===== config.mk =====
export PLATFORM = sky130hd
export DESIGN_NAME = lcs_core
export DESIGN_NICKNAME = d
export VERILOG_FILES = /design/src/core/lcs_pkg.sv /design/src/core/lcs_core.sv /design/src/core/lcs_diag_mux.sv /design/src/core/lcs_sync.sv
export SDC_FILE = /design/constraint.sdc
export NUM_CORES = 1
export LEC_CHECK = 0
export BUFFER_PORTS_ARGS = -buffer_cell sky130_fd_sc_hd__buf_2
export CORE_ASPECT_RATIO = 1.5
export CORE_UTILIZATION = 50
export CTS_BUF_LIST = sky130_fd_sc_hd__clkbuf_8
export CTS_CLUSTER_DIAMETER = 60
export DETAILED_ROUTE_END_ITERATION = 10
export HOLD_SLACK_MARGIN = 0.12
export PLACE_DENSITY = 0.77
export SYNTH_ARGS = -nofsm -noshare
export SYNTH_HDL_FRONTEND = slang
export SYNTH_HIERARCHICAL = 1
export SYNTH_SLANG_ARGS = --single-unit

===== constraint.sdc =====
create_clock -name clk -period 4.75 [get_ports clk]
set_input_delay 0.475 -clock clk [delete_from_list [all_inputs] [get_ports clk]]
set_output_delay 0.475 -clock clk [all_outputs]
set_load 0.02 [all_outputs]

===== src/core/lcs_pkg.sv =====
// package for the link-core sleep/wake controller and diagnostic multiplexer
// assumes a single 250 MHz clock with synchronous active-high reset
package lcs_pkg;
  localparam int LCS_TIME_W = 32;
  localparam int LCS_OFS_W = 10;
  localparam int LCS_NUM_DIAG = 8;
  // diag select values recognised by the multiplexer, and the standard port order
  localparam logic [31:0] LCS_SEL_EVENT = 32'h83838383;
  localparam logic [31:0] LCS_SEL_DATA = 32'h92929292;
  localparam logic [31:0] LCS_ORDER_STD = 32'h76543210;
  // reset values and synchroniser depth
  localparam logic [31:0] LCS_SEL_RST = 32'h00000000;
  localparam logic [2:0] LCS_SYNC_STAGES = 3'h2;
  typedef enum logic [3:0] {
    LCS_ST_ACTIVE = 4'b0001,
    LCS_ST_SLEEP = 4'b0010,
    LCS_ST_WAIT_UP = 4'b0100,
    LCS_ST_EXIT = 4'b1000
  } lcs_state_t;
  typedef enum logic [1:0] {
    LCS_SCHEME_OFF = 2'h0,
    LCS_SCHEME_EVENT = 2'h1,
    LCS_SCHEME_DATA = 2'h2
  } lcs_scheme_t;
endpackage : lcs_pkg


===== src/core/lcs_core.sv =====
// link-core deep-sleep wake controller and diagnostic pin driver
// assumes low_power_clock is a slow level sampled here via a synchroniser;
// all control bits are plain ports driven by software logic; status bits are plain ports read by it
// ==========================================
// How it works
// software enables link clocks and powers the domain before wake
// after expiry the timer waits in sleep until domain is up
// status reports actual sleep length including late power-up cycles
// expired, clocked and powered: leave sleep and pulse sleep exit irq
// writing wake request forces early wake; wake irq rises at once
// external wake irq high span is the external wake field less the deassert offset
// while wake request is high, deep sleep entry is refused
// external wake disable makes the device ignore wake requests for early wake; they still refuse sleep entry
// software may delay wake request until crystal trim ready
// eight diagnostic outputs each carry a selected internal signal
// ports zero to seven map to P2_0 P2_1 P2_2 P1_0 P1_1 P1_2 P1_3 P2_3
// two select registers choose among documented signal schemes
// event scheme: txen rxen window found active end rx error
// sync window is high while correlating against access address
// sync found pulses only on successful correlation
// event active stays high while a radio event is processed
// event end irq pulses at every advertising scanning connection end
// error irq pulses on simultaneous link core and processor access
// data scheme: rx then tx data with qualifiers, packet then bitstream
// bitstream data comes from the engine doing check code and whitening
// wake irq rises programmed low-power cycles before timer expiry
// wake irq falls programmed low-power cycles before sleep end
// software programs timing, then duration, then sleep-on bit
// software polls power-down allowed before gating core clocks
// diagnostic outputs are registered copies of selected signals
// timer counts low-power cycles; wake requests synchronised to clk
`timescale 1ns/100ps
module lcs_core
  import lcs_pkg::*;
#(
  parameter int TW = LCS_TIME_W,
  parameter int OW = LCS_OFS_W
) (
  input wire logic clk,
  input wire logic rst,
  input wire logic low_power_clock,
  // sleep control from software
  input wire logic deep_sleep_on,
  input wire logic [TW-1:0] programmed_sleep_time,
  input wire logic [OW-1:0] wake_irq_assert_offset,
  input wire logic [OW-1:0] wake_irq_deassert_offset,
  input wire logic [OW-1:0] external_wake_high_span,
  input wire logic external_wake_disable,
  input wire logic wake_request,
  input wire logic radio_clock_enable,
  input wire logic link_domain_up_flag,
  output logic [TW-1:0] actual_sleep_status_reg,
  output logic radio_powerdown_allowed,
  output logic in_deep_sleep,
  output logic low_power_wake_irq,
  output logic sleep_exit_irq,
  // internal link-core signals
  input wire logic radio_tx_enable,
  input wire logic radio_rx_enable,
  input wire logic correlating,
  input wire logic correlation_ok,
  input wire logic event_start,
  input wire logic event_done,
  input wire logic rx_packet_irq,
  input wire logic link_mem_access,
  input wire logic cpu_mem_access,
  input wire logic pkt_rx_data,
  input wire logic pkt_rx_data_en,
  input wire logic bs_rx_data,
  input wire logic bs_rx_data_en,
  input wire logic pkt_tx_data,
  input wire logic pkt_tx_data_en,
  input wire logic bs_tx_data,
  input wire logic bs_tx_data_en,
  input wire logic [31:0] diag_select_reg_a,
  input wire logic [31:0] diag_select_reg_b,
  input wire logic [31:0] diag_port_order_reg,
  output logic pin_p2_0,
  output logic pin_p2_1,
  output logic pin_p2_2,
  output logic pin_p1_0,
  output logic pin_p1_1,
  output logic pin_p1_2,
  output logic pin_p1_3,
  output logic pin_p2_3
);
  // ==========================================
  // state
  typedef struct packed {
    lcs_state_t fsm;
    logic lp_prev;
    logic [TW-1:0] elapsed;
    logic [TW-1:0] sleep_time;
    logic wake_irq;
    logic [OW-1:0] ext_cnt;
    logic ext_active;
    logic exit_irq;
    logic evt_active;
  } lcs_core_t;
  lcs_core_t st_q, st_d;

  logic lp_sync;
  logic wreq_sync;
  logic lp_tick;
  logic wake_req_eff;
  logic [TW-1:0] remain;
  logic expired;

  lcs_sync u_sync_lp (
    .clk(clk),
    .rst(rst),
    .din(low_power_clock),
    .dout(lp_sync)
  );
  lcs_sync u_sync_wreq (
    .clk(clk),
    .rst(rst),
    .din(wake_request),
    .dout(wreq_sync)
  );

  assign lp_tick = lp_sync & ~st_q.lp_prev;
  assign wake_req_eff = wreq_sync & ~external_wake_disable;
  assign expired = (st_q.elapsed >= st_q.sleep_time);
  assign remain = expired ? '0 : st_q.sleep_time - st_q.elapsed;

  // ==========================================
  // sleep timer and wake interrupts
  always_comb begin
    st_d = st_q;
    st_d.lp_prev = lp_sync;
    st_d.exit_irq = 1'b0;
    case (st_q.fsm)
      LCS_ST_ACTIVE: begin
        st_d.wake_irq = 1'b0;
        if (deep_sleep_on && !wreq_sync) begin
          st_d.fsm = LCS_ST_SLEEP;
          st_d.elapsed = '0;
          st_d.sleep_time = programmed_sleep_time;
        end
      end
      LCS_ST_SLEEP: begin
        if (lp_tick) begin
          st_d.elapsed = st_q.elapsed + 1'b1;
        end
        if (wake_req_eff && !st_q.ext_active) begin
          // early wake: cut sleep time to elapsed, raise irq at once
          st_d.wake_irq = 1'b1;
          st_d.ext_active = 1'b1;
          st_d.ext_cnt = external_wake_high_span - wake_irq_deassert_offset;
          st_d.sleep_time = st_q.elapsed;
        end else if (st_q.ext_active) begin
          if (lp_tick) begin
            if (st_q.ext_cnt <= 1) begin
              st_d.wake_irq = 1'b0;
            end else begin
              st_d.ext_cnt = st_q.ext_cnt - 1'b1;
            end
          end
        end else begin
          if (remain <= TW'(wake_irq_assert_offset) && remain > TW'(wake_irq_deassert_offset)) begin
            st_d.wake_irq = 1'b1;
          end else begin
            st_d.wake_irq = 1'b0;
          end
        end
        if (expired && !st_d.wake_irq) begin
          st_d.fsm = LCS_ST_WAIT_UP;
        end
      end
      LCS_ST_WAIT_UP: begin
        st_d.wake_irq = 1'b0;
        if (link_domain_up_flag && radio_clock_enable) begin
          st_d.fsm = LCS_ST_EXIT;
        end else if (lp_tick) begin
          st_d.elapsed = st_q.elapsed + 1'b1;
        end
      end
      LCS_ST_EXIT: begin
        st_d.exit_irq = 1'b1;
        st_d.ext_active = 1'b0;
        st_d.fsm = LCS_ST_ACTIVE;
      end
      default: st_d.fsm = LCS_ST_ACTIVE;
    endcase
  end

  // ==========================================
  // event envelope
  logic [LCS_NUM_DIAG-1:0] evt_set;
  logic [LCS_NUM_DIAG-1:0] dat_set;
  logic evt_active_d;
  always_comb begin
    evt_active_d = st_q.evt_active;
    if (event_start) begin
      evt_active_d = 1'b1;
    end else if (event_done) begin
      evt_active_d = 1'b0;
    end
  end

  always_ff @(posedge clk) begin
    if (rst) begin
      st_q.fsm <= LCS_ST_ACTIVE;
      st_q.lp_prev <= 1'b0;
      st_q.elapsed <= '0;
      st_q.sleep_time <= '0;
      st_q.wake_irq <= 1'b0;
      st_q.ext_cnt <= '0;
      st_q.ext_active <= 1'b0;
      st_q.exit_irq <= 1'b0;
      st_q.evt_active <= 1'b0;
    end else begin
      st_q <= st_d;
      st_q.evt_active <= evt_active_d;
    end
  end

  assign evt_set = {
    link_mem_access & cpu_mem_access,
    rx_packet_irq,
    event_done,
    st_q.evt_active,
    correlating & correlation_ok,
    correlating,
    radio_rx_enable,
    radio_tx_enable
  };
  assign dat_set = {
    bs_tx_data_en, bs_tx_data, pkt_tx_data_en, pkt_tx_data,
    bs_rx_data_en, bs_rx_data, pkt_rx_data_en, pkt_rx_data
  };

  logic [LCS_NUM_DIAG-1:0] diag;
  lcs_diag_mux #(
    .NUM(LCS_NUM_DIAG)
  ) u_mux (
    .clk(clk),
    .rst(rst),
    .diag_select_reg_a(diag_select_reg_a),
    .diag_select_reg_b(diag_select_reg_b),
    .diag_port_order_reg(diag_port_order_reg),
    .event_set(evt_set),
    .data_set(dat_set),
    .diag_out(diag)
  );

  // ==========================================
  // outputs
  assign pin_p2_0 = diag[0];
  assign pin_p2_1 = diag[1];
  assign pin_p2_2 = diag[2];
  assign pin_p1_0 = diag[3];
  assign pin_p1_1 = diag[4];
  assign pin_p1_2 = diag[5];
  assign pin_p1_3 = diag[6];
  assign pin_p2_3 = diag[7];
  assign actual_sleep_status_reg = st_q.elapsed;
  assign in_deep_sleep = (st_q.fsm != LCS_ST_ACTIVE);
  assign radio_powerdown_allowed = (st_q.fsm == LCS_ST_SLEEP);
  assign low_power_wake_irq = st_q.wake_irq;
  assign sleep_exit_irq = st_q.exit_irq;
endmodule : lcs_core


===== src/core/lcs_diag_mux.sv =====
// diagnostic multiplexer: picks one of the signal schemes and reorders
// onto the eight pins; outputs are registered
// assumes internal signals are synchronous to clk
`timescale 1ns/100ps
module lcs_diag_mux
  import lcs_pkg::*;
#(
  parameter int NUM = LCS_NUM_DIAG
) (
  input wire logic clk,
  input wire logic rst,
  input wire logic [31:0] diag_select_reg_a,
  input wire logic [31:0] diag_select_reg_b,
  input wire logic [31:0] diag_port_order_reg,
  input wire logic [NUM-1:0] event_set,
  input wire logic [NUM-1:0] data_set,
  output logic [NUM-1:0] diag_out
);
  typedef struct packed {
    logic [NUM-1:0] pins;
  } lcs_mux_t;
  lcs_mux_t st_q, st_d;
  lcs_scheme_t scheme;
  logic [NUM-1:0] src;
  always_comb begin
    if (diag_select_reg_a == LCS_SEL_EVENT && diag_select_reg_b == LCS_SEL_EVENT) begin
      scheme = LCS_SCHEME_EVENT;
    end else if (diag_select_reg_a == LCS_SEL_DATA && diag_select_reg_b == LCS_SEL_DATA) begin
      scheme = LCS_SCHEME_DATA;
    end else begin
      scheme = LCS_SCHEME_OFF;
    end
    case (scheme)
      LCS_SCHEME_EVENT: src = event_set;
      LCS_SCHEME_DATA: src = data_set;
      default: src = '0;
    endcase
    // the low three bits of each nibble of the order register name the source for that port
    for (int i = 0; i < NUM; i++) begin
      st_d.pins[i] = src[diag_port_order_reg[i*4 +: 3]];
    end
  end
  always_ff @(posedge clk) begin
    if (rst) begin
      st_q <= '0;
    end else begin
      st_q <= st_d;
    end
  end
  assign diag_out = st_q.pins;
endmodule : lcs_diag_mux


===== src/core/lcs_sync.sv =====
// two-stage level synchroniser into the clk domain
// assumes the input is an asynchronous level from another domain
`timescale 1ns/100ps
module lcs_sync
  import lcs_pkg::*;
(
  input wire logic clk,
  input wire logic rst,
  input wire logic din,
  output logic dout
);
  typedef struct packed {
    logic s1;
    logic s2;
  } lcs_sync_t;
  lcs_sync_t st_q, st_d;
  always_comb begin
    st_d.s1 = din;
    st_d.s2 = st_q.s1;
  end
  always_ff @(posedge clk) begin
    if (rst) begin
      st_q <= '0;
    end else begin
      st_q <= st_d;
    end
  end
  assign dout = st_q.s2;
endmodule : lcs_sync


# [Yosys cells after proc, flatten, opt, wreduce, memory -nomap -nowiden]
# Cells that the tools add are included.
[totals] output_inout_bits=44 regBits=95 wordCells=120
[op_classes] n_eq_ne=19 n_addsub=4 muxes=44 reduce_logical=21 bitwise=6 order_cmp=12
[op_table] op="32-bit equality test, second input constant" n=4
[op_table] op="32-bit two-way mux" n=4
[op_table] op="32-bit one-hot mux with 3 select lines" n=1
[op_table] op="64-bit two-way mux" n=1
[op_table] op="32-bit one-hot mux with 2 select lines" n=1
[op_table] op="11-bit two-way mux" n=3
[op_table] op="32-bit by 1-bit adder with 32-bit output, second input constant" n=1
[op_table] op="32-bit >= comparator" n=1
[op_table] op="32-bit by 10-bit greater-than comparator with 1-bit output" n=1
[op_table] op="32-bit by 10-bit less-or-equal comparator with 1-bit output" n=1
[op_table] op="3-bit by 4-bit less-than comparator with 1-bit output, second input constant" n=8
[op_table] op="32-bit subtractor" n=1
[op_table] op="1-bit binary-select mux with 3-bit select" n=8
[op_table] op="10-bit two-way mux" n=2
[op_table] op="8-bit one-hot mux with 2 select lines" n=1
[op_table] op="1-bit two-way mux" n=15
[op_table] op="4-bit two-way mux" n=3
[op_table] op="4-bit one-hot mux with 3 select lines" n=1
[op_table] op="10-bit by 1-bit less-or-equal comparator with 1-bit output, second input constant" n=1
[op_table] op="10-bit by 1-bit subtractor with 10-bit output, second input constant" n=1
[op_table] op="10-bit subtractor" n=1
[op_table] op="3-bit AND reduction" n=3
[op_table] op="2-bit nonzero test" n=4
[op_table] op="1-bit logical AND" n=7
[op_table] op="20 further kinds" n=32

# [Logic depth before layout (Yosys ltp)]
# Gate-level depths: netlist (run 1).
[logic_depth] depth_word=12 depth_mapped=22 mapped_depth_nobuf=21

# [Hierarchy]
# The synthesis (run 1) kept the hierarchy.
[by_module_without_submodules] module="lcs_core" instances=1 cells_per_inst=965 seq_area_each_um2=1661.6 area_per_inst_um2=7048.0
[by_module_without_submodules] module="lcs_diag_mux" instances=1 cells_per_inst=157 seq_area_each_um2=160.2 area_per_inst_um2=1407.6
[by_module_without_submodules] module="lcs_sync" instances=2 cells_per_inst=4 seq_area_each_um2=40.0 area_per_inst_um2=52.6

# [Worst setup path after synthesis (run 1)]
# Ideal clock, no wire load.
[synth_path] path_kind="flip-flop to flip-flop" start="reg st_q (netlist bit actual_sleep_status_reg[0])" end="reg st_q[80] (netlist bit)" slack_ps=468 arrival_ps=4197 stages_incl_launch_ff=20 path_cell_list="dfxtp_1 ha_1 inv_1 fa_1 a211oi_2 o211ai_1 a211o_1 nand3b_1 a21o_1 clkbuf_1 nor3_1 ha_1 and4_1 nand2_1 a211o_1 a21oi_1 o211ai_1 a311o_1 a31o_2 a211oi_1"
[synth_between] elab_chain_len=12
[synth_lines] element="start, declared" line="lcs_core.sv:100" source="lcs_core_t st_q, st_d;"
[synth_lines] element="start signal, assigned" line="lcs_core.sv:214" source="st_q <= st_d;"
[synth_lines] element="32-bit subtractor / 32-bit >= comparator (equally long branches)" line="lcs_core.sv:125, lcs_core.sv:124"
[synth_lines] element="32-bit two-way mux" line="lcs_core.sv:125" source="assign remain = expired ? '0 : st_q.sleep_time - st_q.elapsed;"
[synth_lines] element="32-bit by 10-bit less-or-equal comparator with 1-bit output / 32-bit by 10-bit greater-than comparator with 1-bit output (equally long branches)" line="lcs_core.sv:161" source="if (remain <= TW'(wake_irq_assert_offset) && remain > TW'(wake_irq_deassert_offset)) begin"
[synth_lines] element="1-bit logical AND" line="lcs_core.sv:161"
[synth_lines] element="1-bit two-way mux" line="lcs_core.sv:161"
[synth_lines] element="1-bit two-way mux" line="lcs_core.sv:152" source="end else if (st_q.ext_active) begin"
[synth_lines] element="11-bit two-way mux" line="lcs_core.sv:146" source="if (wake_req_eff && !st_q.ext_active) begin"
[synth_lines] element="11-bit two-way mux" line="lcs_core.sv:133" source="case (st_q.fsm)"
[synth_lines] element="1-bit zero test" line="lcs_core.sv:167" source="if (expired && !st_d.wake_irq) begin"
[synth_lines] element="1-bit logical AND (*)" line="lcs_core.sv:167"
[synth_lines] element="2-bit by 1-bit inequality test with 1-bit output (no source line) (*)"
[synth_lines] element="3-bit AND reduction (no source line) (*)"
# Every way passes the cells marked *; elsewhere a longest branch is shown, timed or not. The select of a mux whose other input is x is not followed.
# A chain may end at the register's enable or synchronous reset.

# [Worst setup path after layout (run 1)]
[layout_path] start="reg st_q (netlist bit actual_sleep_status_reg[19])" end="reg st_q[80] (netlist bit)"
# The elaborated chain is that of the path after synthesis.

==> summary.txt, run 1 <==
CP arrival -> 4640 ps
H-tree levels -> 3
Post-Syn Instances -> 1130
RSZ-0062 raised after global routing -> no
Clock latency on the worst-skew pair -> 390 ps
Via count -> 8884
Final TNS setup -> 0 ps
Multi-input logic area -> 0.00588 mm²
Hold Path Class -> in -> reg
Clock transition at path regs -> 90 ps
DRC Markers -> 0
Status -> complete, no violations
DR iter-0 viols -> 424
Final period util -> 91.2%
Async set or reset register ratio after synthesis -> 0%
DP Area -> 0.00953 mm²
Largest net degree at the start of global routing -> 76
Share of cells above drive strength 1 -> 22.5%
Yosys top cell area share -> 22.2%
Least-Margin Pin Slew -> 919 ps
PwrDens -> 474 mW/mm²
Gpl congestion -> 0.933
Num CTS Buffers -> 9
Most frequent cells in the layout -> buf_2, nor2_1, nand2_1, dfxtp_1, inv_1
Bufs on Longest Clock Path -> 2
Worst r2r path cells -> 17
Grt total ovfl -> 0
Slew Limit Fails -> 0
Clk root buf -> clkbuf_8
First-pass GRT wire length -> 40.0 mm
Clk sink count -> 95
Area leader, netlist -> dfxtp_1
Routed WL -> 24.8 mm
IO Pins -> 227
WL per Instance -> 16.5 µm
Chip width -> 109 µm
Critical R2R Capture -> st_q[80]$_SDFFE_PP0P_
Reg-to-Reg Start -> actual_sleep_status_reg[19]$_SDFFE_PP0P_
Final hold vios -> 0
Number of synthesized flops with an enable pin -> 0
Core Box Area -> 0.0168 mm²
Synthesized area -> 0.00856 mm²
Reg area -> 0.00190 mm²
Fill count -> 1613
Termination of the worst setup path -> st_q[80]$_SDFFE_PP0P_
Synth Register Bits -> 95
Die H -> 162 µm
CTS tree -> built
Min Tclk post-route -> 4330 ps
Initial antenna violation count -> 1
Setup violators final -> 0
TritonRoute pass-1 iters -> 5
Vias per cell -> 5.91
Layout Skew -> 10.1 ps
Rows -> 58
Nets -> 1536
Max Cap Viol -> 0
Top_reg_cell synth -> dfxtp_1
Critical path capture point type -> register
Slew HR -> 38.3%
Avg Inst Size Synth -> 7.58 µm²
Starting Density -> 51.1%
Number of global-route vias before repair -> 8635
Commonest non-fill, non-tap cell in the layout -> buf_2
PnR Total Power -> 4.62 mW
Worst Setup Path Type -> reg -> reg
FF-to-FF setup slack -> 420 ps
Post-route ant nets -> 0
Leakage power -> 4.25 nW
CP Launch Point -> actual_sleep_status_reg[19]$_SDFFE_PP0P_
Top cells by area, synth -> dfxtp_1, ha_1, nor2_1
Die ar. -> 0.0177 mm²
Layout Area Growth over Synthesis -> 13.8%
Post-synthesis net count -> 1377
Total GRT Usage -> 28.5%
CTS Hold Bufs -> 0
Fmax -> 231 MHz
Seq/Total Area, Yosys -> 22.2%
Count of cell types in the netlist -> 98
Critical path peak fanout -> 12
Startpoint Class -> register
Final instance area -> 0.00974 mm²
Critical Path RT -> 5060 ps
Number of flip-flops in the largest register -> 48
Port Buffers -> 218
Yosys warnings -> 6
VDD IR max -> 290 µV
Detailed Place HPWL -> 19.3 mm
## report_power, final
group	internal (mW)	leakage, nW	switching, mW
clock	0.304	0.110	0.291
sequential	0.907	0.773	0.0842
combinational	1.26	3.37	1.77
## stage by stage
stage | setup WS [ps] | std cells | utilization, % | hold WS (ps)
finish | 417 | 1503 | 58.1 | 294
global route | 49.0 | 1503 | 58.1 | 314
CTS | 324 | 1502 | 58.1 | 284
detailed placement | 376 | 1488 | 56.8 | 425
global placement | 435 | 1488 | 56.8 | 430
floorplan | 468 | 1130 | - | 414
## worst min path at each step
stage / slack (ps) / startpoint / depth (start not counted) / to
5_1_grt: 310 / wake_request / 2 / u_sync_wreq/st_d[0]$_SDFF_PP0_
6_report: 290 / event_start / 3 / evt_set[4]$_SDFFE_PP0P_
4_1_cts: 280 / event_start / 3 / evt_set[4]$_SDFFE_PP0P_
2_1_floorplan: 410 / u_sync_lp/st_d[0]$_SDFF_PP0_ / 1 / u_sync_lp/dout$_SDFF_PP0_
3_3_place_gp: 430 / u_sync_lp/st_d[0]$_SDFF_PP0_ / 1 / u_sync_lp/dout$_SDFF_PP0_
3_5_place_dp: 430 / u_sync_wreq/st_d[0]$_SDFF_PP0_ / 1 / u_sync_wreq/dout$_SDFF_PP0_
## routing by layer
layer  part of all wire (%)  vias up  global-route usage [%]
met2                     53      262                    53.7
li1                       -     4392                       -
met3                    4.2       55                    3.01
met4                    3.4        0                    14.1
met5                      0        -                       0
met1                     40     4175                    30.8
## final cells by class
type,instances,area share (%)
tap,210,2.70
sequential,95,19.5
clock inverter,4,0.745
inverter,82,3.16
timing repair buffer,229,12.0
multi-input combinational,872,60.4
clock buffer,10,1.41
antenna,1,0.0257
## synthesized netlist by cell type (all sizes together), types with 11 or more instances
master,instances
a21o,13
a21oi,61
a311oi,31
a31oi,11
buf,41
clkbuf,39
dfxtp,95
ha,62
inv,82
mux2i,11
nand2,130
nand2b,14
nand3,22
nand4,20
nor2,133
nor2b,14
nor3,20
nor4,20
o21ai,50
o221ai,16
or3,19
xnor2,39
## repair_timing
action / CTS / global route
gates resized for setup: 0 / 1
endpoints found under the setup margin: 0 / 2
setup buffers: 0 / 0
## cell families (layout without fill, tap and decap cells)
| group | count (synthesis) | in the layout | synth area share (%) |
|---|---|---|---|
| xor+xnor | 47 | 47 | 4.81 |
| other cells | 0 | 1 | 0 |
| flops | 95 | 95 | 22.2 |
| fa+ha+maj | 64 | 64 | 9.53 |
| buf+inv | 163 | 325 | 9.22 |
| compound gates | 279 | 279 | 23.5 |
| simple gates | 469 | 469 | 29.1 |
| mux | 13 | 13 | 1.55 |
## critical path, cell delays in order (launching register included)
cell and delay, ps:
dfxtp_1 360, inv_1 110, ha_1 370, a21oi_1 270, o21ai_0 210, a221o_1 370
a211oi_1 250, a21o_2 280, nor3_1 130, ha_1 310, and4_1 220, nand2_1 70
a211o_1 220, a21oi_1 140, o211ai_1 90, a311o_1 380, a31o_2 250, a211oi_1 210
Power figures use the tool's default switching activity.
==> inputs of run 2 (changes only) <==
ABC_AREA = 1   (was default)
SYNTH_HIERARCHICAL = default   (was 1)
==> run 2 against run 1 <==
Net effect: die area increased by 2.1%; clock power shrank 13%; combinational power is 19% higher; hold slack got worse by 11 ps; synthesized cell count increased by 30%; first-iteration DRC count up 55%; cell area is 2.6% higher; via count rose by 9.6%; critical path type unchanged; largest cell class unchanged; largest power group unchanged.
==> summary.txt, run 2 <==
Status -> complete, no violations
DP Area -> 0.00982 mm² (+3.0%)
Post-Syn Instances -> 1473 (+30%)
Via count -> 9739 (+9.6%)
Async set or reset register ratio after synthesis -> 0% (unchanged)
Postcts setup bufs -> 0 (unchanged)
Yosys top cell area share -> 21.8% (-0.46 points)
Critical path peak fanout -> 16 (+4)
Core Box Area -> 0.0169 mm² (+0.87%)
Commonest cells post-synth -> nand2_1, inv_1, nor2_1
Rows -> 58 (unchanged)
Final TNS setup -> 0 ps (unchanged)
CP arrival -> 4060 ps (-580 ps)
Slowest CP cell -> dfxtp_1
Number of flip-flops in the largest register -> 48 (unchanged)
CTS Hold Bufs -> 0 (unchanged)
Top cells by area, synth -> dfxtp_1, nand2_1, inv_1
Final hold vios -> 0 (unchanged)
Top_reg_cell synth -> dfxtp_1
H-tree levels -> 3 (unchanged)
Die ar. -> 0.0180 mm² (+2.1%)
Grt total ovfl -> 0 (unchanged)
VDD IR max -> 290 µV (+0.12%)
Mux cell area share after synthesis -> 0% (-1.5 points)
DR iter-0 viols -> 659 (+55%)
Fill count -> 1746 (+8.2%)
CP cell instances -> inv_1, ha_1, nand2_1, nor2_1, nand2_1, nor2_1, nand4_1, nand2_2, nor2_1, ha_1, a21oi_1, nor2_1, a211oi_1, nand2_1, nand2_1, nand2_1, nand3_1, nand3_1, nand2_1, a21oi_1
Post-CTS sizing -> 0 (unchanged)
Final instance area -> 0.00999 mm² (+2.6%)
Layout Area Growth over Synthesis -> 14.3%
Max stage delay on crit path -> 450 ps (+70 ps)
Final period util -> 79.5% (-12 points)
Post-Route Utilization -> 59.1% (+1.0 points)
Max Cap Viol -> 0 (unchanged)
Antenna cell count -> 0 (-1)
Most common cell on crit path -> nand2_1
WL per Instance -> 13.7 µm (-17%)
Synth Area in Adders -> 9.33% (-0.20 points)
Avg Inst Size Synth -> 5.93 µm² (-22%)
Bufs on Longest Clock Path -> 2 (unchanged)
Port Buffers -> 218 (unchanged)
TritonRoute pass-1 iters -> 7 (+2)
Synth Area in Simple Gates -> 34.7% (+5.5 points)
Starting Density -> 51.7% (+0.63 points)
Synth Area in Compound Gates -> 17.6% (-5.9 points)
DRC Markers -> 0 (unchanged)
Startpoint Class -> register
Share of cells above drive strength 1 -> 16.0% (-6.5 points)
Critical Path RT -> 5030 ps (-30 ps)
Least-Margin Pin Slew -> 990 ps (+70.8 ps)
Detailed Place HPWL -> 20.8 mm (+7.6%)
Routed WL -> 25.5 mm (+2.8%)
First-pass GRT wire length -> 40.8 mm (+2.0%)
Largest family of logic cells by synthesized area -> simple AND/OR/NAND/NOR gates
Post-synthesis net count -> 1720 (+25%)
Largest net degree at the start of global routing -> 55 (-28%)
Hold Path Class -> in -> reg
Gpl congestion -> 0.920 (-1.4%)
Critical path capture point type -> register
Clk root buf -> clkbuf_8
Reg area -> 0.00190 mm² (unchanged)
Commonest non-fill, non-tap cell in the layout -> nand2_1
Most frequent cell after synthesis -> nand2_1
Vias per cell -> 5.21 (-12%)
RSZ-0062 raised after global routing -> no
Synth Register Bits -> 95 (unchanged)
Number of global-route vias before repair -> 9096 (+5.3%)
Min Tclk post-route -> 3780 ps (-556 ps)
Leakage power -> 5.30 nW (+25%)
Die H -> 164 µm (+1.0%)
Synthesized area -> 0.00874 mm² (+2.1%)
Worst Setup Path Type -> reg -> reg
Number of synthesized flops with an enable pin -> 0 (unchanged)
Clock transition at path regs -> 100 ps (about the same)
Fmax -> 265 MHz (+15%)
Yosys warnings -> 0 (-6)
PwrDens -> 514 mW/mm² (+8.3%)
CTS tree -> built
Nets -> 1901 (+24%)
Synth Area in XOR/XNOR -> 2.20% (-2.6 points)
Initial antenna violation count -> 0 (-1)
Most frequent cells in the layout -> nand2_1, inv_1, buf_2, nor2_1, o21ai_0
IO Pins -> 227 (unchanged)
Count of cell types in the netlist -> 46 (-53%)
Clk sink count -> 95 (unchanged)
Slew Limit Fails -> 0 (unchanged)
Post-route ant nets -> 0 (unchanged)
Num CTS Buffers -> 9 (unchanged)
Seq/Total Area, Yosys -> 21.8% (-0.46 points)
Total GRT Usage -> 28.8% (+0.25 points)
Multi-input logic area -> 0.00559 mm² (-5.0%)
Slew HR -> 33.9% (-4.4 points)
Chip width -> 110 µm (+1.0%)
Clock latency on the worst-skew pair -> 400 ps (about the same)
Area leader, netlist -> dfxtp_1
Setup violators final -> 0 (unchanged)
Layout Skew -> 10.3 ps (+0.249 ps)
[run 2: layout make-up]
class / instances / area share [%]
clock inverter: 5 / 0.413
tap: 210 / 2.63
clock buffer: 10 / 1.38
inverter: 247 / 9.28
sequential: 95 / 19.0
timing repair buffer: 224 / 11.4
multi-input combinational: 1077 / 55.9
[run 2: logic make-up (layout without fill, tap and decap cells)]
group                    after synthesis  count (layout)
buffers and inverters                301             486
AND/OR/NAND/NOR                      713             713
adder cells (fa/ha/maj)               64              64
AO/OA/AOI/OAI                        278             278
XOR/XNOR                              22              22
flip-flops                            95              95
[run 2: routing by layer]
metal	part of all wire, %	wire length, µm	global-route usage, %
met2	50	12800	52.3
met4	3.7	947	11.6
met1	42	10600	32.9
met5	0	0	0
met3	4.4	1120	4.21
[run 2: where the power goes]
group | internal, mW | switching [mW]
clock | 0.207 | 0.311
sequential | 0.921 | 0.0849
combinational | 1.25 | 2.36
total | 2.38 | 2.76
[run 2: metrics by stage]
stage	total power [mW]	cells	setup slack [ps]	hold WS, ps
6_report	5.14	1868	974	283
5_1_grt	5.70	1868	663	278
4_1_cts	5.12	1868	978	268
3_5_place_dp	4.59	1853	1030	398
3_3_place_gp	4.52	1853	1110	390
2_1_floorplan	3.73	1473	1660	388
[run 2: path summary, 6_finish.rpt]
kind / from / end / slack, ps / cells after the start
max: actual_sleep_status_reg[17]$_SDFFE_PP0P_ / st_q[80]$_SDFFE_PP0P_ / 970 / 20
max reg2reg: actual_sleep_status_reg[17]$_SDFFE_PP0P_ / st_q[80]$_SDFFE_PP0P_ / 970 / 20
min reg2reg: u_sync_lp.st_d[0]$_SDFF_PP0_ / u_sync_lp.dout$_SDFF_PP0_ / 410 / 2
min: event_start / evt_set[4]$_SDFFE_PP0P_ / 280 / 3
[run 2: critical path, delay by kind of cell (launching register included)]
| family | cells | cell delay (ps) |
|---|---|---|
| AOI/OAI and AO/OA | 3 | 430 |
| DFF | 1 | 450 |
| adders and majority gates | 2 | 700 |
| buffers and inverters | 1 | 130 |
| and+or+nand+nor | 14 | 1930 |
==> inputs of run 3 (changes only) <==
clock period = 3.5 ns   (was 4.75 ns; I/O delays follow)
==> run 3 against run 2 <==
Net effect: clock skew increased by 3.0 ps; core utilization increased by 2.8 points; die area unchanged; hold slack got worse by 120 ps; non-clock buffer count increased by 25; largest cell class unchanged; highest routed layer unchanged.
==> summary.txt, run 3 (synthesis gave the netlist of run 2 again) <==
Status -> complete, no violations
Chip width -> 110 µm (unchanged)
Via count -> 9931 (+2.0%)
Detailed Place HPWL -> 21.0 mm (+1.1%)
CTS Hold Bufs -> 0 (unchanged)
DR iter-0 viols -> 477 (-28%)
IO Pins -> 227 (unchanged)
Clk sink count -> 95 (unchanged)
Commonest non-fill, non-tap cell in the layout -> nand2_1
Starting Density -> 51.7% (unchanged)
Number of flip-flops in the largest register -> 48 (unchanged)
Most frequent cells in the layout -> nand2_1, inv_1, buf_2, nor2_1, o21ai_0
CP arrival -> 3560 ps (-500 ps)
Leakage power -> 5.47 nW (+3.1%)
Post-Route Utilization -> 61.9% (+2.8 points)
Final period util -> 92.1% (+13 points)
Routed wl met3 -> 1.26 mm (+13%)
Total GRT Usage -> 29.2% (+0.46 points)
Hold Path Class -> in -> reg
First-pass GRT wire length -> 41.8 mm (+2.3%)
Layout Skew -> 13.3 ps (+2.96 ps)
TritonRoute pass-1 iters -> 5 (-2)
Critical path peak fanout -> 10 (-6)
CTS tree -> built
DRC Markers -> 0 (unchanged)
Routed length on met2 -> 13.1 mm (+2.1%)
Clk root buf -> clkbuf_8
Die H -> 164 µm (unchanged)
Max Cap Viol -> 0 (unchanged)
Layout Area Growth over Synthesis -> 19.7%
Share of cells above drive strength 1 -> 20.0% (+4.0 points)
Largest net degree at the start of global routing -> 65 (+18%)
Startpoint Class -> register
Port Buffers -> 218 (unchanged)
Slew Limit Fails -> 0 (unchanged)
Core Box Area -> 0.0169 mm² (unchanged)
Worst Setup Path Type -> reg -> reg
Grt total ovfl -> 0 (unchanged)
VDD IR max -> 541 µV (+86%)
WL per Instance -> 13.9 µm (+1.6%)
Non-Filler Instances -> 1895 (+1.4%)
Final hold vios -> 0 (unchanged)
Slew HR -> 55.1% (+21 points)
Critical path capture point type -> register
PnR Total Power -> 7.37 mW (+44%)
Vias per cell -> 5.24 (+0.52%)
H-tree levels -> 3 (unchanged)
FF-to-FF setup slack -> 280 ps (-700 ps)
Hold WS -> 158 ps (-125 ps)
PwrDens -> 705 mW/mm² (+37%)
Fmax -> 310 MHz (+17%)
Routed WL -> 26.3 mm (+3.0%)
Bufs on Longest Clock Path -> 2 (unchanged)
Die ar. -> 0.0180 mm² (unchanged)
Least-Margin Pin Slew -> 670 ps (-320 ps)
Setup violators final -> 0 (unchanged)
Num CTS Buffers -> 9 (unchanged)
Initial antenna violation count -> 0 (unchanged)
Dpl cells -> 1877 (+1.3%)
Min Tclk post-route -> 3220 ps (-552 ps)
Rows -> 58 (unchanged)
Number of global-route vias before repair -> 9287 (+2.1%)
Post-route ant nets -> 0 (unchanged)
Critical Path RT -> 3840 ps (-1190 ps)
Nets -> 1926 (+1.3%)
Clock transition at path regs -> 110 ps (about the same)
DR top layer -> met4
Gpl congestion -> 0.916 (-0.42%)
Clock latency on the worst-skew pair -> 390 ps (about the same)
M1 wire length -> 10.8 mm (+1.1%)
Final instance area -> 0.0105 mm² (+4.7%)
DP Area -> 0.0100 mm² (+1.8%)
-- run 3: area by class of cell --
class	count	area [µm²]
Antenna cell	1	2.50
Fill cell	1691	6450
Timing Repair Buffer	249	1330
Clock buffer	10	138
Clock inverter	6	67.6
Multi-Input combinational cell	1077	5820
Inverter	247	927
Tap cell	210	263
Sequential cell	95	1910
-- run 3: worst max-delay path, cell delays in order, from the launching register on --
cell	delay (ps)
dfxtp_1	400
inv_1	130
ha_4	310
nand2_1	110
nor2_2	150
nand2_1	100
nor2_2	170
nand4_1	240
nand2_4	180
buf_8	140
nor2_1	60
ha_1	310
inv_1	50
nor2_1	100
nor2_1	50
nand2_1	60
nand2_1	50
nand2_1	60
nand2_1	50
nand2_1	50
nand3_1	120
nand2_1	80
nand2_1	70
a21oi_2	120
-- run 3: where the power goes --
part / switching (mW) / internal, mW
Combinational: 3.32 / 1.87
Clock: 0.450 / 0.355
Sequential: 0.133 / 1.25
-- run 3: worst paths after layout --
path,start,to,depth (start not counted)
setup / recovery,actual_sleep_status_reg[26]$_SDFFE_PP0P_,low_power_wake_irq$_SDFFE_PP0P_,23
hold / removal,wake_request,u_sync_wreq.st_d[0]$_SDFF_PP0_,3
setup reg to reg,actual_sleep_status_reg[26]$_SDFFE_PP0P_,low_power_wake_irq$_SDFFE_PP0P_,23
hold reg to reg,u_sync_wreq.st_d[0]$_SDFF_PP0_,u_sync_wreq.dout$_SDFF_PP0_,2
-- run 3: per-layer routing --
layer | global-route usage [%] | vias to the layer above
li1 | - | 5165
met1 | 33.3 | 4367
met2 | 52.4 | 316
met3 | 3.73 | 83
met4 | 14.7 | 0
met5 | 0 | -
-- run 3: what timing repair did --
item | in CTS | in global routing
setup buffers | 0 | 1
endpoints found under the setup margin | 0 | 3
hold endpoints to repair | 0 | 0
gates resized for setup | 0 | 54
-- run 3: stage by stage --
step / setup slack, ps / TNS, ps
6_report: 276 / 0
5_1_grt: -2.38 / -2.38
4_1_cts: 105 / 0
3_5_place_dp: 136 / 0
3_3_place_gp: 217 / 0
2_1_floorplan: 408 / 0
